**config.mk**
```make
export PLATFORM = sky130hd
export DESIGN_NAME = tofc_core
export DESIGN_NICKNAME = d
export VERILOG_FILES = /design/src/logic/tofc_core.v
export VERILOG_INCLUDE_DIRS = /design/src /design/src/logic
export SDC_FILE = /design/constraint.sdc
export NUM_CORES = 1
export LEC_CHECK = 0
export ABC_AREA = 1
export ABC_CLOCK_PERIOD_IN_PS = 12000
export BUFFER_PORTS_ARGS = -buffer_cell sky130_fd_sc_hd__buf_2
export CORE_UTILIZATION = 40
export CTS_CLUSTER_DIAMETER = 50
export CTS_CLUSTER_SIZE = 40
export DETAILED_ROUTE_END_ITERATION = 6
export HOLD_SLACK_MARGIN = 0.02
export PLACE_DENSITY = 0.54
export SYNTH_ARGS = -nofsm -noshare
export SYNTH_HDL_FRONTEND = slang
export SYNTH_SLANG_ARGS = --single-unit
```
**constraint.sdc**
```tcl
create_clock -name CORE_CLK -period 12 [get_ports CORE_CLK]
set_clock_uncertainty 0.15 [all_clocks]
set_input_delay 0.6 -clock CORE_CLK [delete_from_list [all_inputs] [get_ports CORE_CLK]]
set_output_delay 0.6 -clock CORE_CLK [all_outputs]
set_load 0.005 [all_outputs]
```
**src/logic/tofc_defines.vh**
```
/*
  Register map, field positions, reset values and codes of the
  time-of-flight measurement core. Included by the core only.
*/
`ifndef TOFC_DEFINES_VH
`define TOFC_DEFINES_VH

// Word-aligned byte offsets on the APB side
`define TOFC_OFS_CONFIG1      8'h00
`define TOFC_OFS_CONFIG2      8'h04
`define TOFC_OFS_IRQ_FLAGS    8'h08
`define TOFC_OFS_WRAP_THR     8'h0C
`define TOFC_OFS_CYCLE_THR    8'h10
`define TOFC_OFS_STOP_WINDOW  8'h14
`define TOFC_OFS_CAL_SINGLE   8'h18
`define TOFC_OFS_CAL_MULTI    8'h1C
`define TOFC_OFS_FINE_BASE    8'h20
`define TOFC_OFS_CYCLE_BASE   8'h38

// Configuration 1 fields
`define TOFC_CFG1_ARM_BIT     0
`define TOFC_CFG1_MODE_BIT    1

// Second configuration register fields
`define TOFC_CFG2_STOPS_LSB   0
`define TOFC_CFG2_STOPS_MSB   2
`define TOFC_CFG2_CALP_LSB    8
`define TOFC_CFG2_CALP_MSB    15

// Flag register bits
`define TOFC_FLAG_READY_BIT   0
`define TOFC_FLAG_WRAP_BIT    1
`define TOFC_FLAG_CYCLE_BIT   2
`define TOFC_FLAG_BUSY_BIT    3

// Reset values
`define TOFC_RST_STOPS        3'h1
`define TOFC_RST_CALP         8'h0A
`define TOFC_RST_THR          16'hFFFF
`define TOFC_RST_WINDOW       16'h0000

// Ring oscillator taps per wrap, stop limit and result slot counts
`define TOFC_WRAP_DIV         6'h3F
`define TOFC_MAX_STOPS        3'h5
`define TOFC_FINE_SLOTS       6
`define TOFC_CYCLE_SLOTS      5

`endif

```
**src/logic/tofc_core.v**
```verilog
/*
  Time-of-flight measurement core for one converter channel: fine
  interval counter with wrap counter, reference-clock cycle counter,
  overflow abort, early-stop window, two-point calibration, APB slave.
  Assumes START, STOP and REF_CLK are synchronous to CORE_CLK and that
  the fine count advances one tap per core cycle.
*/
// Operation
// - Count oscillator wraps; form fine results for up to six events.
// - Cycle counter counts reference cycles in mode two; five results.
// - Flag wrap overflow when fine result over 63 reaches threshold.
// - Flag cycle overflow when cycle result exceeds its threshold.
// - Any overflow aborts the running measurement at once.
// - Cycle counter starts at first reference edge after start.
// - Mode two: ignore stop pulses before cycle counter reaches the window value.
// - Reset input clears all logic; host gives one clean edge.
// - Calibrate one period, then programmed periods; store both counts.
// - Calibrate after every completed measurement, before completion interrupt.
// - Skip calibration when a measurement is aborted.
// - Mode one times start to each stop with fine counter only.
// - Mode two: fine to edge, cycles to stop, fine to edge.
// - Capture one to five stops as the stop-count field selects.
// - Wait for start without any timeout once armed.
// - Release interrupt pin on new arm or write-one to every set flag.
// - Drop launch output as soon as the start event arrives.
`timescale 1ns/100ps
`default_nettype none
`include "tofc_defines.vh"

module tofc_core #(
  parameter FINE_W = 24,
  parameter CNT_W  = 16
) (
  input  wire        CORE_CLK,         // Core clock, 50 MHz
  input  wire        RST,              // Asynchronous reset, high
  input  wire        PSEL,             // APB select
  input  wire        PENABLE,          // APB access phase
  input  wire        PWRITE,           // APB direction
  input  wire [7:0]  PADDR,            // APB byte address
  input  wire [31:0] PWDATA,           // APB write data
  output reg  [31:0] PRDATA,           // APB read data
  output reg         PREADY,           // APB ready
  output reg         PSLVERR,          // APB error, unmapped address
  input  wire        START,            // Start pulse from front end
  input  wire        STOP,             // Stop pulse from front end
  input  wire        REF_CLK,          // Reference clock, sampled
  output reg         LAUNCH_PULSE_OUT, // Trigger toward front end
  output reg         IRQ_N_PIN         // Interrupt, active low
);

  localparam [8:0] S_IDLE   = 9'h001;
  localparam [8:0] S_WSTART = 9'h002;
  localparam [8:0] S_FINE1  = 9'h004;
  localparam [8:0] S_FSTART = 9'h008;
  localparam [8:0] S_CCNT   = 9'h010;
  localparam [8:0] S_FSTOP  = 9'h020;
  localparam [8:0] S_CALW   = 9'h040;
  localparam [8:0] S_CAL1   = 9'h080;
  localparam [8:0] S_CAL2   = 9'h100;

  reg [8:0]        state_reg;
  reg              mode_reg;
  reg [2:0]        stops_reg;
  reg [7:0]        calp_reg;
  reg [15:0]       wrap_thr_reg;
  reg [15:0]       cycle_thr_reg;
  reg [15:0]       window_reg;
  reg [FINE_W-1:0] cal1_reg;
  reg [FINE_W-1:0] cal2_reg;
  reg [FINE_W-1:0] fine_res_reg [0:`TOFC_FINE_SLOTS-1];
  reg [CNT_W-1:0]  cyc_res_reg  [0:`TOFC_CYCLE_SLOTS-1];
  reg [FINE_W-1:0] fine_reg;
  reg [5:0]        tap_reg;
  reg [15:0]       wrap_reg;
  reg [CNT_W-1:0]  cyc_reg;
  reg [7:0]        per_reg;
  reg [2:0]        idx_reg;
  reg              ready_reg;
  reg              wrap_ovf_reg;
  reg              cyc_ovf_reg;
  reg              start_d_reg;
  reg              stop_d_reg;
  reg              ref_d_reg;

  reg              ready_next;
  reg              wrap_ovf_next;
  reg              cyc_ovf_next;
  reg [31:0]       rdata_next;
  reg              hit_next;
  integer          i;
  integer          j;

  // Word select: true when the address names this offset
  function sel;
    input [7:0] addr;
    input [7:0] ofs;
    begin
      sel = (addr[7:2] == ofs[7:2]);
    end
  endfunction

  // Stop count clamped to the legal range of one to five
  function [2:0] stop_limit;
    input [2:0] f;
    begin
      if (f == 3'h0)
        stop_limit = 3'h1;
      else if (f > `TOFC_MAX_STOPS)
        stop_limit = `TOFC_MAX_STOPS;
      else
        stop_limit = f;
    end
  endfunction

  wire start_rise = START & ~start_d_reg;
  wire stop_rise  = STOP & ~stop_d_reg;
  wire ref_rise   = REF_CLK & ~ref_d_reg;

  wire apb_read  = PSEL & PENABLE & ~PREADY;
  wire apb_fire  = PSEL & PENABLE & PREADY;
  wire wr_fire   = apb_fire & PWRITE;
  wire wr_cfg1   = wr_fire & sel(PADDR, `TOFC_OFS_CONFIG1);
  wire wr_flags  = wr_fire & sel(PADDR, `TOFC_OFS_IRQ_FLAGS);
  wire arm       = wr_cfg1 & PWDATA[`TOFC_CFG1_ARM_BIT];
  wire [2:0] nstop = stop_limit(stops_reg);

  wire fine_run  = (state_reg == S_FINE1) | (state_reg == S_FSTART) |
                   (state_reg == S_FSTOP);
  wire cyc_run   = (state_reg == S_CCNT) | (state_reg == S_FSTOP);
  wire wrap_trip = fine_run & (wrap_reg >= wrap_thr_reg);
  wire cyc_trip  = cyc_run & (cyc_reg > cycle_thr_reg);
  wire abort     = wrap_trip | cyc_trip;
  wire cal_done  = (state_reg == S_CAL2) & ref_rise &
                   (per_reg + 8'h01 >= calp_reg);
  wire stop_ok   = stop_rise & (cyc_reg >= window_reg);
  wire busy      = (state_reg != S_IDLE);

  // Hardware sets win over software write-one clears
  always @* begin
    ready_next    = ready_reg;
    wrap_ovf_next = wrap_ovf_reg;
    cyc_ovf_next  = cyc_ovf_reg;
    if (wr_flags) begin
      if (PWDATA[`TOFC_FLAG_READY_BIT])
        ready_next = 1'b0;
      if (PWDATA[`TOFC_FLAG_WRAP_BIT])
        wrap_ovf_next = 1'b0;
      if (PWDATA[`TOFC_FLAG_CYCLE_BIT])
        cyc_ovf_next = 1'b0;
    end
    if (arm) begin
      ready_next    = 1'b0;
      wrap_ovf_next = 1'b0;
      cyc_ovf_next  = 1'b0;
    end
    if (cal_done)
      ready_next = 1'b1;
    if (wrap_trip)
      wrap_ovf_next = 1'b1;
    if (cyc_trip)
      cyc_ovf_next = 1'b1;
  end

  // Read decode
  always @* begin
    rdata_next = 32'h0000_0000;
    hit_next   = 1'b1;
    if (sel(PADDR, `TOFC_OFS_CONFIG1))
      rdata_next[`TOFC_CFG1_MODE_BIT] = mode_reg;
    else if (sel(PADDR, `TOFC_OFS_CONFIG2)) begin
      rdata_next[`TOFC_CFG2_STOPS_MSB:`TOFC_CFG2_STOPS_LSB] = stops_reg;
      rdata_next[`TOFC_CFG2_CALP_MSB:`TOFC_CFG2_CALP_LSB] = calp_reg;
    end else if (sel(PADDR, `TOFC_OFS_IRQ_FLAGS)) begin
      rdata_next[`TOFC_FLAG_READY_BIT] = ready_reg;
      rdata_next[`TOFC_FLAG_WRAP_BIT]  = wrap_ovf_reg;
      rdata_next[`TOFC_FLAG_CYCLE_BIT] = cyc_ovf_reg;
      rdata_next[`TOFC_FLAG_BUSY_BIT]  = busy;
    end else if (sel(PADDR, `TOFC_OFS_WRAP_THR))
      rdata_next[15:0] = wrap_thr_reg;
    else if (sel(PADDR, `TOFC_OFS_CYCLE_THR))
      rdata_next[15:0] = cycle_thr_reg;
    else if (sel(PADDR, `TOFC_OFS_STOP_WINDOW))
      rdata_next[15:0] = window_reg;
    else if (sel(PADDR, `TOFC_OFS_CAL_SINGLE))
      rdata_next[FINE_W-1:0] = cal1_reg;
    else if (sel(PADDR, `TOFC_OFS_CAL_MULTI))
      rdata_next[FINE_W-1:0] = cal2_reg;
    else
      hit_next = 1'b0;
    for (i = 0; i < `TOFC_FINE_SLOTS; i = i + 1) begin
      if (PADDR[7:2] == `TOFC_OFS_FINE_BASE / 4 + i) begin
        rdata_next = 32'h0000_0000;
        rdata_next[FINE_W-1:0] = fine_res_reg[i];
        hit_next = 1'b1;
      end
    end
    for (i = 0; i < `TOFC_CYCLE_SLOTS; i = i + 1) begin
      if (PADDR[7:2] == `TOFC_OFS_CYCLE_BASE / 4 + i) begin
        rdata_next = 32'h0000_0000;
        rdata_next[CNT_W-1:0] = cyc_res_reg[i];
        hit_next = 1'b1;
      end
    end
  end

  // APB slave: one wait state, registers written at completion edge
  always @(posedge CORE_CLK or posedge RST) begin
    if (RST) begin
      PREADY        <= 1'b0;
      PRDATA        <= 32'h0000_0000;
      PSLVERR       <= 1'b0;
      mode_reg      <= 1'b0;
      stops_reg     <= `TOFC_RST_STOPS;
      calp_reg      <= `TOFC_RST_CALP;
      wrap_thr_reg  <= `TOFC_RST_THR;
      cycle_thr_reg <= `TOFC_RST_THR;
      window_reg    <= `TOFC_RST_WINDOW;
    end else begin
      PREADY  <= apb_read;
      PSLVERR <= apb_read & ~hit_next;
      if (apb_read)
        PRDATA <= PWRITE ? 32'h0000_0000 : rdata_next;
      if (wr_cfg1)
        mode_reg <= PWDATA[`TOFC_CFG1_MODE_BIT];
      if (wr_fire & sel(PADDR, `TOFC_OFS_CONFIG2)) begin
        stops_reg <= PWDATA[`TOFC_CFG2_STOPS_MSB:`TOFC_CFG2_STOPS_LSB];
        calp_reg  <= PWDATA[`TOFC_CFG2_CALP_MSB:`TOFC_CFG2_CALP_LSB];
      end
      if (wr_fire & sel(PADDR, `TOFC_OFS_WRAP_THR))
        wrap_thr_reg <= PWDATA[15:0];
      if (wr_fire & sel(PADDR, `TOFC_OFS_CYCLE_THR))
        cycle_thr_reg <= PWDATA[15:0];
      if (wr_fire & sel(PADDR, `TOFC_OFS_STOP_WINDOW))
        window_reg <= PWDATA[15:0];
    end
  end

  // Measurement sequencer
  always @(posedge CORE_CLK or posedge RST) begin
    if (RST) begin
      state_reg        <= S_IDLE;
      fine_reg         <= {FINE_W{1'b0}};
      tap_reg          <= 6'h00;
      wrap_reg         <= 16'h0000;
      cyc_reg          <= {CNT_W{1'b0}};
      per_reg          <= 8'h00;
      idx_reg          <= 3'h0;
      cal1_reg         <= {FINE_W{1'b0}};
      cal2_reg         <= {FINE_W{1'b0}};
      ready_reg        <= 1'b0;
      wrap_ovf_reg     <= 1'b0;
      cyc_ovf_reg      <= 1'b0;
      start_d_reg      <= 1'b0;
      stop_d_reg       <= 1'b0;
      ref_d_reg        <= 1'b0;
      LAUNCH_PULSE_OUT <= 1'b0;
      IRQ_N_PIN        <= 1'b1;
      for (j = 0; j < `TOFC_FINE_SLOTS; j = j + 1)
        fine_res_reg[j] <= {FINE_W{1'b0}};
      for (j = 0; j < `TOFC_CYCLE_SLOTS; j = j + 1)
        cyc_res_reg[j] <= {CNT_W{1'b0}};
    end else begin
      start_d_reg  <= START;
      stop_d_reg   <= STOP;
      ref_d_reg    <= REF_CLK;
      ready_reg    <= ready_next;
      wrap_ovf_reg <= wrap_ovf_next;
      cyc_ovf_reg  <= cyc_ovf_next;
      IRQ_N_PIN    <= ~(ready_next | wrap_ovf_next | cyc_ovf_next);

      // Fine counter with wrap counter, one tap per core cycle
      fine_reg <= fine_reg + 1'b1;
      if (tap_reg == `TOFC_WRAP_DIV - 6'h01) begin
        tap_reg  <= 6'h00;
        wrap_reg <= wrap_reg + 16'h0001;
      end else
        tap_reg <= tap_reg + 6'h01;
      if (cyc_run & ref_rise)
        cyc_reg <= cyc_reg + 1'b1;

      if (arm) begin
        state_reg        <= S_WSTART;
        LAUNCH_PULSE_OUT <= 1'b1;
        idx_reg          <= 3'h0;
      end else if (abort) begin
        state_reg <= S_IDLE;
      end else begin
        case (state_reg)
          S_WSTART: begin
            if (start_rise) begin
              LAUNCH_PULSE_OUT <= 1'b0;
              fine_reg  <= {FINE_W{1'b0}};
              tap_reg   <= 6'h00;
              wrap_reg  <= 16'h0000;
              state_reg <= mode_reg ? S_FSTART : S_FINE1;
            end
          end
          S_FINE1: begin
            if (stop_rise) begin
              fine_res_reg[idx_reg] <= fine_reg;
              idx_reg <= idx_reg + 3'h1;
              if (idx_reg + 3'h1 >= nstop)
                state_reg <= S_CALW;
            end
          end
          S_FSTART: begin
            if (ref_rise) begin
              fine_res_reg[0] <= fine_reg;
              cyc_reg   <= {CNT_W{1'b0}};
              state_reg <= S_CCNT;
            end
          end
          S_CCNT: begin
            if (stop_ok) begin
              cyc_res_reg[idx_reg] <= cyc_reg;
              fine_reg  <= {FINE_W{1'b0}};
              tap_reg   <= 6'h00;
              wrap_reg  <= 16'h0000;
              state_reg <= S_FSTOP;
            end
          end
          S_FSTOP: begin
            if (ref_rise) begin
              fine_res_reg[idx_reg + 3'h1] <= fine_reg;
              idx_reg <= idx_reg + 3'h1;
              if (idx_reg + 3'h1 >= nstop)
                state_reg <= S_CALW;
              else
                state_reg <= S_CCNT;
            end
          end
          S_CALW: begin
            if (ref_rise) begin
              fine_reg  <= {FINE_W{1'b0}};
              state_reg <= S_CAL1;
            end
          end
          S_CAL1: begin
            if (ref_rise) begin
              cal1_reg  <= fine_reg;
              fine_reg  <= {FINE_W{1'b0}};
              per_reg   <= 8'h00;
              state_reg <= S_CAL2;
            end
          end
          S_CAL2: begin
            if (ref_rise) begin
              per_reg <= per_reg + 8'h01;
              if (cal_done) begin
                cal2_reg  <= fine_reg;
                state_reg <= S_IDLE;
              end
            end
          end
          default: begin
            state_reg <= S_IDLE;
          end
        endcase
      end
    end
  end

endmodule

`default_nettype wire

```
# == Yosys cells after proc, flatten, opt, wreduce, memory -nomap -nowiden ==
# Cells that the tools add are included.
# word_totals
register_bits,456
latch_bits,0
mem_bits_rw,0
mem_bits_ro,0
in_bits,48
output_inout_bits,36
wordCells,288
memories,0
# op_classes
n_addsub,6
multipliers,0
div,0
order_cmp,10
eq_ne,46
shift,0
n_mux,132
bitwise_logic,37
reduce_logical,20
# ops
op,count
24-bit 2-to-1 mux,17
32-bit 2-to-1 mux,11
144-bit bitwise mux,2
144-bit 2-to-1 mux,2
120-bit case mux with 2 select lines,1
16-bit 2-to-1 mux,14
24-bit demux with 3-bit select,2
24-bit case mux with 3 select lines,2
9-bit 2-to-1 mux,12
80-bit bitwise mux,1
9-bit case mux with 8 select lines,1
8-bit 2-to-1 mux,7
16-bit demux with 3-bit select,1
"6-bit by 4-bit equality test with 1-bit output, second input constant",8
1-bit 2-to-1 mux,37
"4-bit inequality test, second input constant",9
"16-bit by 1-bit adder with 16-bit output, second input constant",2
16-bit greater-or-equal comparator,2
16-bit case mux with 2 select lines,1
6-bit 2-to-1 mux,5
"24-bit by 1-bit adder with 24-bit output, second input constant",1
"6-bit by 3-bit equality test with 1-bit output, second input constant",4
22-bit 2-to-1 mux,1
1-bit bitwise AND,21
other kinds (47),87

# == Logic depth before layout (Yosys ltp) ==
# Gate-level depths: netlist (run 1).
# depth
word_depth,27
depth_mapped,19
depth_no_buf,19

# == Worst setup path after synthesis (run 1) ==
# No wires, ideal clock.
# synth_path
path_type,flip-flop to flip-flop
from,register idx_reg[1]
to,register state_reg[4]
setup_time_ns,0.117
arrival_time_ns,2.417
required_ns,11.733
path_slack_ns,9.316
path_stages_with_launch,16
path_buffers,0
period_less_slack_ns,2.684
path_cell_list,dfrtp_1 > ha_1 > or2_2 > nand2_1 > inv_1 > ha_1 > a21oi_1 > o211ai_1 > o21ai_0 > nor3_1 > nand3_1 > inv_1 > nor2_1 > inv_1 > nand3_1 > nand2_1
# synth_via
elab_chain_len,7
elab_cells_between_ends,9
cone_classes,add/sub (1); order compare (1); eq/ne (1); mux (5); reduce/logical (1)
# synth_lines
element,line,rtl
"start, declared",tofc_core.v:77,reg [2:0] idx_reg;
"start signal, assigned",tofc_core.v:301,idx_reg <= idx_reg + 3'h1;
"start signal, assigned",tofc_core.v:325,idx_reg <= idx_reg + 3'h1;
3-bit by 1-bit adder with 3-bit output *,"tofc_core.v:302, tofc_core.v:326",
3-bit greater-or-equal comparator *,"tofc_core.v:302, tofc_core.v:326",
7-bit 2-to-1 mux,tofc_core.v:326,if (idx_reg + 3'h1 >= nstop)
9-bit 2-to-1 mux,tofc_core.v:323,if (ref_rise) begin
9-bit case mux with 8 select lines,tofc_core.v:288,case (state_reg)
9-bit 2-to-1 mux,tofc_core.v:285,end else if (abort) begin
9-bit 2-to-1 mux,tofc_core.v:281,if (arm) begin
"end signal, assigned",tofc_core.v:295,state_reg <= mode_reg ? S_FSTART : S_FINE1;
"end, declared",tofc_core.v:61,reg [8:0] state_reg;
# Mark *: on every way between the ends. The rest lies on a longest branch, timed or not. The select of a mux whose other input is x is not followed.
# A chain may end at the register's enable or synchronous reset.

# == Final worst setup path (run 1) ==
# layout_path
from,register cyc_reg[7]
to,register cal2_reg[15]
# layout_via
elab_chain_len,5
# layout_lines
element,line,rtl
"start, declared",tofc_core.v:75,reg [CNT_W-1:0] cyc_reg;
"start signal, assigned",tofc_core.v:245,cyc_reg <= {CNT_W{1'b0}};
"start signal, assigned",tofc_core.v:279,cyc_reg <= cyc_reg + 1'b1;
"start signal, assigned",tofc_core.v:309,cyc_reg <= {CNT_W{1'b0}};
16-bit greater-than comparator,tofc_core.v:131,wire cyc_trip = cyc_run & (cyc_reg > cycle_thr_reg);
1-bit bitwise AND,tofc_core.v:131,
1-bit OR,tofc_core.v:132,wire abort = wrap_trip | cyc_trip;
1-bit NOT (no source line),n/a,
5-bit AND reduction (no source line),n/a,
"end signal, assigned",tofc_core.v:249,cal2_reg <= {FINE_W{1'b0}};
"end signal, assigned",tofc_core.v:350,cal2_reg <= fine_reg;
"end, declared",tofc_core.v:69,reg [FINE_W-1:0] cal2_reg;
# No other way between the ends.

==> flow_summary.ini, run 1 <==
[timing]
rsz0062_at_grt = false
fin_crit_ps = 4420
max-slew-margin-rel = 0.248
fmax_mhz = 226
hold_viol = 0
fin_crit_sh = 0.368
setup_ws_ps = 7580
finalSetupTns_ps = 0
worst_pin_slew_ps = 1130
finalSetupViolations = 0
report.final.slew_viol_count = 0

[cts]
htree_levels = 2
cts.sinks = 448
path_clk_slew_ps = 60
clock-root-buffer = clkbuf_16
cts.repair.resized = 0
cts_tree = done
hold_buffers = 4
cts_buffer_depth = 3
insertion_delay_ps = 640
cts_buffers = 56
postCtsSetupRepairBufs = 0

[global_routing]
grtUsageTotal = 0.246
grt_pass1_vias = 19200
grt.overflow.total = 0
grt_start_max_net_pins = 77
antenna_found_initial = 1
grt_pass1_wl_mm = 113

[routing]
drc = 0
vias_per_cell = 5.34
ant_nets = 0
wl_mm = 71.9
drtIter0Drc = 1683
dr.pass1.iters = 5
vias = 20000
routedWlPerCell_um = 19.2

[critical_path]
start_kind = flip-flop
cp.arrival_ps = 4760
crit_fanout = 48
startpoint = cyc_reg[7]
crit_type = reg2reg
required_ps = 12340
r2r_start = cyc_reg[7]
worst_setup_path_end_kind = flip-flop

[placement]
hpwlAfterDp_mm = 49.9
dp_cells = 3635
place_congestion = 0.920
port_buffers = 57
dpl-instance-area_um2 = 24100
place_ws_ps = 7660

[layout]
final_util = 0.458
largest_register_ffs = 144
final_cell_area_um2 = 26100
area_delta_synth_final_pct = 12.1
fillCellCount = 5623
fin_nets = 3055
fin_cells = 3744
antenna_cells = 0
layout-drive-gt1-share = 0.105

[power_and_ir_drop]
ir_worst_vdd_mv = 0.105
p_leak_nw = 12.8
power_density_nw_per_um2 = 146

[synth]
synth_seq_cells = 448
ys_top_cells_by_area = dfrtp_1, nand2_1, o21ai_0, inv_1, dfstp_2
synth_area_per_cell_um2 = 7.91
synth_top_cell_by_area = dfrtp_1
synth_edf_count = 0
syn-cell-area_um2 = 23200
synthDistinctLibCells = 51
yosysSeqAreaShare = 0.484
yosys_warnings = 0
syn_inst = 2937
async_flop_share = 1.00
synth_top_area_share = 0.442
synth_flop_cell = dfrtp_1

[floorplanning]
die_x_um = 243
dieArea_um2 = 59100
pin_count = 84
row_count = 87
initial_utilization = 0.408
die_h_um = 243
core_area_um2 = 56900

[run_status]
outcome = completed

[min_path]
hp-start = PWDATA[6]
hold_path_class = in2reg

[flow_run]
max_cap_viol_count = 0
-- cell usage after synthesis (5+ instances only) --
master / n
a221oi_1: 8
nor2_1: 142
o21ai_1: 57
ha_1: 66
clkinv_1: 6
buf_4: 26
nor2_4: 10
nand3b_1: 6
nor3_1: 57
o221ai_1: 8
nand2_1: 908
nand3_1: 134
dfrtp_1: 411
dfstp_2: 37
a32oi_1: 7
o211ai_1: 5
xnor2_1: 8
nand4_1: 63
clkbuf_1: 83
xor2_1: 45
nand2_2: 8
inv_2: 5
a21oi_1: 106
buf_2: 49
nor4_1: 14
o22ai_1: 8
inv_1: 267
a211oi_1: 5
or2_2: 16
o21ai_0: 323
nor2_2: 8
-- cells by family (layout without fill, tap and decap cells) --
family	Yosys count	after routing	synth area share
DFF	448	448	0.484
and+or+nand+nor	1386	1386	0.257
xor gates and xnor gates	53	53	0.0200
AOI/OAI and AO/OA	539	539	0.124
buffers and inverters	444	488	0.0798
other	1	8	0.000161
adders and majority gates	66	66	0.0355
-- metal layers --
metal / vias to the layer above / global-route usage / routed length [µm]
met5: - / 0 / 19
met4: 2 / 0.104 / 2990
met2: 584 / 0.376 / 32000
li1: 9572 / - / -
met1: 9725 / 0.348 / 32800
met3: 115 / 0.0365 / 4110
-- through the flow --
| stage | power, W | hold slack [ps] |
|---|---|---|
| 6_report | 0.00380 | 91.1 |
| 2_1_floorplan | 0.00192 | 284 |
| 3_5_place_dp | 0.00205 | 301 |
| 5_1_grt | 0.00396 | 81.2 |
| 4_1_cts | 0.00384 | 60.3 |
| 3_3_place_gp | 0.00204 | 296 |
-- worst paths after layout --
kind | slack, ps | cells past startpoint | endpoint
min in group asynchronous | 550 | 3 | fine_res_reg[33]
max reg2reg | 7580 | 13 | cal2_reg[15]
min | 90 | 3 | wrap_thr_reg[6]
max in group asynchronous | 9040 | 5 | window_reg[6]
min reg2reg | 310 | 2 | cyc_res_reg[71]
max | 7580 | 13 | cal2_reg[15]
-- critical path, stage by stage, from the launching register on --
cell,delay (ps)
dfrtp_1,720
ha_1,380
nand2_1,100
nor2_1,60
a32oi_1,150
nand3_1,120
nand3_1,80
o2111ai_1,110
nand2_2,220
nand2_4,140
nor2_4,90
buf_4,480
nand3_2,930
o21ai_0,530
-- placed cells by master, fill, tap and decap left out, types with 6 or more instances in the layout --
cell / count
a32oi_1: 7
dfstp_2: 37
nor3_2: 8
or2_2: 16
clkinv_1: 6
clkbuf_16: 56
dfrtp_1: 411
nor2_2: 12
o21ai_0: 323
inv_1: 266
o22ai_1: 8
nor3_1: 53
a21oi_1: 106
nand3_1: 134
nand2_1: 908
inv_6: 12
clkinv_4: 8
conb_1: 8
nor2_1: 138
xnor2_1: 8
o221ai_1: 8
nand2_2: 8
buf_2: 57
nand4_1: 63
a221oi_1: 8
ha_1: 66
nor4_1: 14
o21ai_1: 57
nor2_4: 10
bufinv_16: 6
nand3b_1: 6
xor2_1: 45
buf_4: 44
-- power by group --
| group | leakage (nW) | switching [W] | internal, W |
|---|---|---|---|
| Clock | 0.958 | 0.000751 | 0.00103 |
| Sequential | 5.66 | 0.000123 | 0.00158 |
| Combinational | 6.17 | 0.000216 | 0.000106 |
-- cell type report --
class	instances	area, µm²	area share
clock buffers	63	1450	0.0556
clock inverters	42	517	0.0198
inverters	278	1050	0.0402
multi-input cells	2052	10200	0.391
flip-flops and latches	448	11300	0.432
well taps	756	946	0.0363
repair buffers	105	656	0.0252
Note: power is estimated with default switching activity, not from simulation.
==> inputs of run 2 (changes only) <==
--- a/config.mk
+++ b/config.mk
@@ -6,15 +6,15 @@
 export SDC_FILE = /design/constraint.sdc
 export NUM_CORES = 1
 export LEC_CHECK = 0
-export ABC_AREA = 1
-export ABC_CLOCK_PERIOD_IN_PS = 12000
+export ABC_AREA = 0
+export ABC_CLOCK_PERIOD_IN_PS = 4400
 export BUFFER_PORTS_ARGS = -buffer_cell sky130_fd_sc_hd__buf_2
 export CORE_UTILIZATION = 40
 export CTS_CLUSTER_DIAMETER = 50
 export CTS_CLUSTER_SIZE = 40
 export DETAILED_ROUTE_END_ITERATION = 6
 export HOLD_SLACK_MARGIN = 0.02
-export PLACE_DENSITY = 0.54
+export PLACE_DENSITY = 0.52
 export SYNTH_ARGS = -nofsm -noshare
 export SYNTH_HDL_FRONTEND = slang
 export SYNTH_SLANG_ARGS = --single-unit
==> constraint.sdc (replaced) <==
create_clock -name CORE_CLK -period 4.4 [get_ports CORE_CLK]
set_clock_uncertainty 0.15 [all_clocks]
set_input_delay 0.22 -clock CORE_CLK [delete_from_list [all_inputs] [get_ports CORE_CLK]]
set_output_delay 0.22 -clock CORE_CLK [all_outputs]
set_load 0.005 [all_outputs]
==> flow_summary.ini, run 2 <==
[cts]
cts_buffer_depth = 3
postCtsSetupRepairBufs = 0
clock-root-buffer = clkbuf_16
cts_buffers = 59
htree_levels = 2
cts.repair.resized = 0
path_clk_slew_ps = 60
insertion_delay_ps = 620
cts_tree = done
cts.sinks = 448

[critical_path]
crit_fanout = 24
crit_type = reg2reg
cp.arrival_ps = 4020
r2r_start = wrap_thr_reg[4]
startpoint = wrap_thr_reg[4]
worst_setup_path_end_kind = flip-flop
crit_chain = inv_1, ha_1, a21o_1, a2111oi_0, o21ai_1, a211oi_2, buf_4, o21bai_4, nand2b_4, or3_1, buf_12, mux2_4
required_ps = 4750
cp_slowest_cell = dfstp_2
slowest_delay_ps = 540
start_kind = flip-flop

[synth]
synth_common_cells = dfrtp_1, mux2_2, nand2_1
synthDistinctLibCells = 82
synth_flop_cell = dfrtp_1
synth_top_cell_by_area = dfrtp_1
async_flop_share = 1.00
synth_seq_cells = 448
synth_most_common_cell = dfrtp_1
yosys_warnings = 0
synth_area_per_cell_um2 = 10.9
yosysSeqAreaShare = 0.494
syn-cell-area_um2 = 22800
syn_inst = 2090
synth_edf_count = 0
ys_top_cells_by_area = dfrtp_1, mux2_2, dfstp_2, ha_1, o21ai_0
synth_top_area_share = 0.452

[floorplanning]
die_h_um = 241
die_x_um = 241
dieArea_um2 = 57900
core_area_um2 = 56300
row_count = 87
initial_utilization = 0.405
pin_count = 84

[layout]
multiInputGateArea_um2 = 10600
fin_nets = 2284
regArea_um2 = 11300
layout-drive-gt1-share = 0.262
area_delta_synth_final_pct = 16.2
final_common_cell = dfrtp_1
fillCellCount = 5283
final_util = 0.470
final_cell_mix = dfrtp_1, mux2_2, nand2_1
largest_register_ffs = 144

[routing]
vias_per_cell = 5.69
routedWlPerCell_um = 23.8
drc = 0
vias = 16900
ant_nets = 0
wl_mm = 70.8
dr.pass1.iters = 6
drtIter0Drc = 1347

[timing]
report.final.slew_viol_count = 0
fin_crit_ps = 3670
finalSetupViolations = 0
max-slew-margin-rel = 0.312
worst_pin_slew_ps = 1020
fin_crit_sh = 0.834
hold_viol = 0
finalSetupTns_ps = 0
rsz0062_at_grt = false
fmax_mhz = 272

[min_path]
hold_path_class = in2async

[power_and_ir_drop]
ir_worst_vdd_mv = 0.294
p_leak_nw = 12.8
power_density_nw_per_um2 = 368

[placement]
port_buffers = 57
hpwlAfterDp_mm = 49.5
place_congestion = 0.875

[run_status]
outcome = completed

[global_routing]
antenna_found_initial = 3
grt.overflow.total = 0
grt_pass1_vias = 17000
grt_start_max_net_pins = 137
grt_pass1_wl_mm = 108
grtUsageTotal = 0.250

[flow_run]
max_cap_viol_count = 0
run 2: metal layers:
layer / global-route usage / vias up / share of wire
li1: - / 7669 / -
met1: 0.352 / 8617 / 0.45
met2: 0.388 / 542 / 0.45
met3: 0.0439 / 116 / 0.070
met4: 0.0838 / 0 / 0.030
met5: 0 / - / 0
run 2: cells by family (layout without fill, tap and decap cells):
group / Yosys count / in the layout / share of synthesized area
XOR/XNOR: 57 / 57 / 0.0219
flip-flops: 448 / 448 / 0.494
buffers and inverters: 226 / 347 / 0.0450
AND/OR/NAND/NOR: 538 / 538 / 0.114
AO/OA/AOI/OAI: 440 / 440 / 0.123
other: 1 / 10 / 0.000165
multiplexers: 314 / 314 / 0.165
adder cells (fa/ha/maj): 66 / 66 / 0.0363
run 2: worst max-delay path, delay by kind of cell, from the launching register on:
kind / cells / cell delay (ps)
AOI/OAI and AO/OA: 5 / 1070
adders and majority gates: 1 / 310
buffers and inverters: 3 / 460
DFF: 1 / 540
muxes: 1 / 310
and+or+nand+nor: 2 / 670
run 2: area by class of cell:
cell class | instances | area share
tap | 756 | 0.0358
clock buffer | 73 | 0.0624
timing repair buffer | 160 | 0.0494
sequential | 448 | 0.425
antenna | 2 | 0.000189
clock inverter | 36 | 0.0165
inverter | 78 | 0.0112
multi-input combinational | 1423 | 0.399
run 2: final timing paths:
check	slack [ps]	cells after the start	end
worst max-delay path	730	12	fine_res_reg[17]
worst min-delay path	140	3	PRDATA[5]
worst max register to register	730	12	fine_res_reg[17]
worst min register to register	330	2	PRDATA[8]
max in group asynchronous	2760	4	wrap_reg[15]
min in group CORE_CLK	140	2	start_d_reg
run 2: timing repair:
action | CTS | global route
hold buffers | 23 | 0
endpoints found under the setup margin | 0 | 0
hold endpoints to repair | 101 | 0
run 2: stage by stage:
stage	hold slack (ps)	power (W)	setup WS, ps	area, µm²	instances
floorplan	101	0.00453	-2000	22800	2097
finish	137	0.00974	730	26500	2976
detailed placement	204	0.00473	726	24100	2842
CTS	108	0.00985	696	26500	2974
global placement	197	0.00473	728	24100	2842
global route	151	0.0101	563	26500	2974
run 2: power breakdown:
part           internal, W  leakage (nW)  total (W)  switching [W]
clock              0.00310          1.02    0.00507        0.00197
sequential         0.00416          5.87    0.00419      0.0000265
combinational     0.000150          5.88   0.000483       0.000333
==> inputs of run 3 (changes only) <==
--- a/config.mk
+++ b/config.mk
@@ -7,7 +7,7 @@
 export NUM_CORES = 1
 export LEC_CHECK = 0
 export ABC_AREA = 0
-export ABC_CLOCK_PERIOD_IN_PS = 4400
+export ABC_CLOCK_PERIOD_IN_PS = 3500
 export BUFFER_PORTS_ARGS = -buffer_cell sky130_fd_sc_hd__buf_2
 export CORE_UTILIZATION = 40
 export CTS_CLUSTER_DIAMETER = 50
==> constraint.sdc (replaced) <==
create_clock -name CORE_CLK -period 3.5 [get_ports CORE_CLK]
set_clock_uncertainty 0.15 [all_clocks]
set_input_delay 0.175 -clock CORE_CLK [delete_from_list [all_inputs] [get_ports CORE_CLK]]
set_output_delay 0.175 -clock CORE_CLK [all_outputs]
set_load 0.005 [all_outputs]
==> flow_summary.ini, run 3 (synthesis gave the netlist of run 2 again) <==
[routing]
vias_per_cell = 5.72
dr.pass1.iters = 6
drtIter0Drc = 1292
ant_nets = 0
drc = 0
vias = 17400
wl_mm = 73.8
routedWlPerCell_um = 24.3

[placement]
port_buffers = 57
place_congestion = 0.879
hpwlAfterDp_mm = 50.8
dpl-instance-area_um2 = 24600

[critical_path]
worst_setup_path_end_kind = flip-flop
crit_type = reg2reg
start_kind = flip-flop
cp.arrival_ps = 3860
required_ps = 3840
crit_fanout = 7

[layout]
multiInputGateArea_um2 = 11000
largest_register_ffs = 144
area_delta_synth_final_pct = 20.2
regArea_um2 = 11300
layout-drive-gt1-share = 0.311
final_cell_mix = dfrtp_1, mux2_2, nand2_1
fin_nets = 2353
final_common_cell = dfrtp_1
final_cell_area_um2 = 27400
final_util = 0.486
fillCellCount = 5138

[global_routing]
grt_start_max_net_pins = 128
grtUsageTotal = 0.255
grt.overflow.total = 0
antenna_found_initial = 3
grt_pass1_wl_mm = 110
grt_pass1_vias = 17200

[power_and_ir_drop]
p_leak_nw = 13.1
ir_worst_vdd_mv = 0.396
power_density_nw_per_um2 = 422
power.total_w = 0.0115

[cts]
insertion_delay_ps = 610
cts_buffer_depth = 3
cts_tree = done
htree_levels = 2
cts_buffers = 54
clock-root-buffer = clkbuf_16
path_clk_slew_ps = 60
cts.sinks = 448

[timing]
fin_crit_sh = 1.01
report.final.slew_viol_count = 0
finalHoldWorstSlack_ps = 96.6
rsz0062_at_grt = true
worst_pin_slew_ps = 1040
setup_ws_ps = -27.2
fin_crit_ps = 3530
finalSetupViolations = 29
max-slew-margin-rel = 0.292
hold_viol = 0
fmax_mhz = 284

[floorplanning]
dieArea_um2 = 57900
initial_utilization = 0.405
die_h_um = 241
die_x_um = 241
pin_count = 84
core_area_um2 = 56300
row_count = 87

[run_status]
outcome = complete, but fails checks
violations = setup timing

[flow_run]
max_cap_viol_count = 0

[min_path]
hold_path_class = in2reg
-- run 3: cell count changes in the layout (fill, tap and decap cells not counted), moves of 4 or more --
cell       previous run  this run
buf_6                 0         9
buf_12               15        20
nor2_2                5        20
mux2_4               20        54
mux2_1               35        13
clkbuf_1              4         9
nor2_4                0        21
bufinv_16             7         3
nor2_1              150       114
mux2_2              234       222
buf_16                0         4
buf_4                66       115
-- run 3: stage by stage --
stage / setup slack [ps] / instances / setup TNS (ps)
finish: -27.2 / 3037 / -348
detailed placement: -184 / 2897 / -21380
CTS: 3.44 / 3028 / 0
global placement: -285 / 2897 / -39590
floorplan: -2850 / 2097 / -1215860
global route: -175 / 3036 / -23560
-- run 3: power by group --
group,total (W),internal [W],switching [W]
logic,0.000651,0.000216,0.000435
clock network,0.00563,0.00326,0.00237
registers,0.00527,0.00523,0.0000344
-- run 3: worst paths after layout --
check / start / to / slack, ps / depth (start not counted)
worst max-delay path: wrap_thr_reg[4] / fine_res_reg[14] / -30 / 12
worst min-delay path: START / start_d_reg / 100 / 2
worst max register to register: wrap_thr_reg[4] / fine_res_reg[14] / -30 / 12
worst min register to register: PRDATA[15] / PRDATA[15] / 330 / 1
max in group asynchronous: RST / state_reg[0] / 1620 / 6
min in group asynchronous: RST / fine_res_reg[22] / 520 / 4
-- run 3: layout make-up --
cell class / count / share of cell area
Sequential cell: 448 / 0.411
Multi-Input combinational cell: 1423 / 0.401
Timing Repair Buffer: 234 / 0.0776
Clock buffer: 70 / 0.0545
Tap cell: 756 / 0.0346
Inverter: 78 / 0.0108
Clock inverter: 27 / 0.0102
Antenna cell: 1 / 0.0000914
-- run 3: critical path, cell delays in order, from the launching register on --
cell and delay, ps:
dfstp_2 540, inv_2 50, ha_4 210, a21o_1 180, a2111oi_2 340, o21ai_1 150
a211oi_2 390, buf_4 200, o21bai_4 60, nand2b_4 190, or3_4 460, buf_16 190
mux2_4 290
-- run 3: routing by layer --
metal / vias to the layer above / GRT usage / routed length (µm)
li1: 7801 / - / -
met1: 8939 / 0.353 / 33000
met2: 501 / 0.407 / 34300
met3: 139 / 0.0383 / 4030
met4: 6 / 0.0859 / 2480
met5: - / 0 / 43
-- run 3: what timing repair did --
item,CTS,global route
hold endpoints to repair,342,0
cloned,5,6
buffers inserted,5,6
endpoints found under the setup margin,269,241
hold buffers,24,0
resized for setup,20,111
pin swaps,5,36
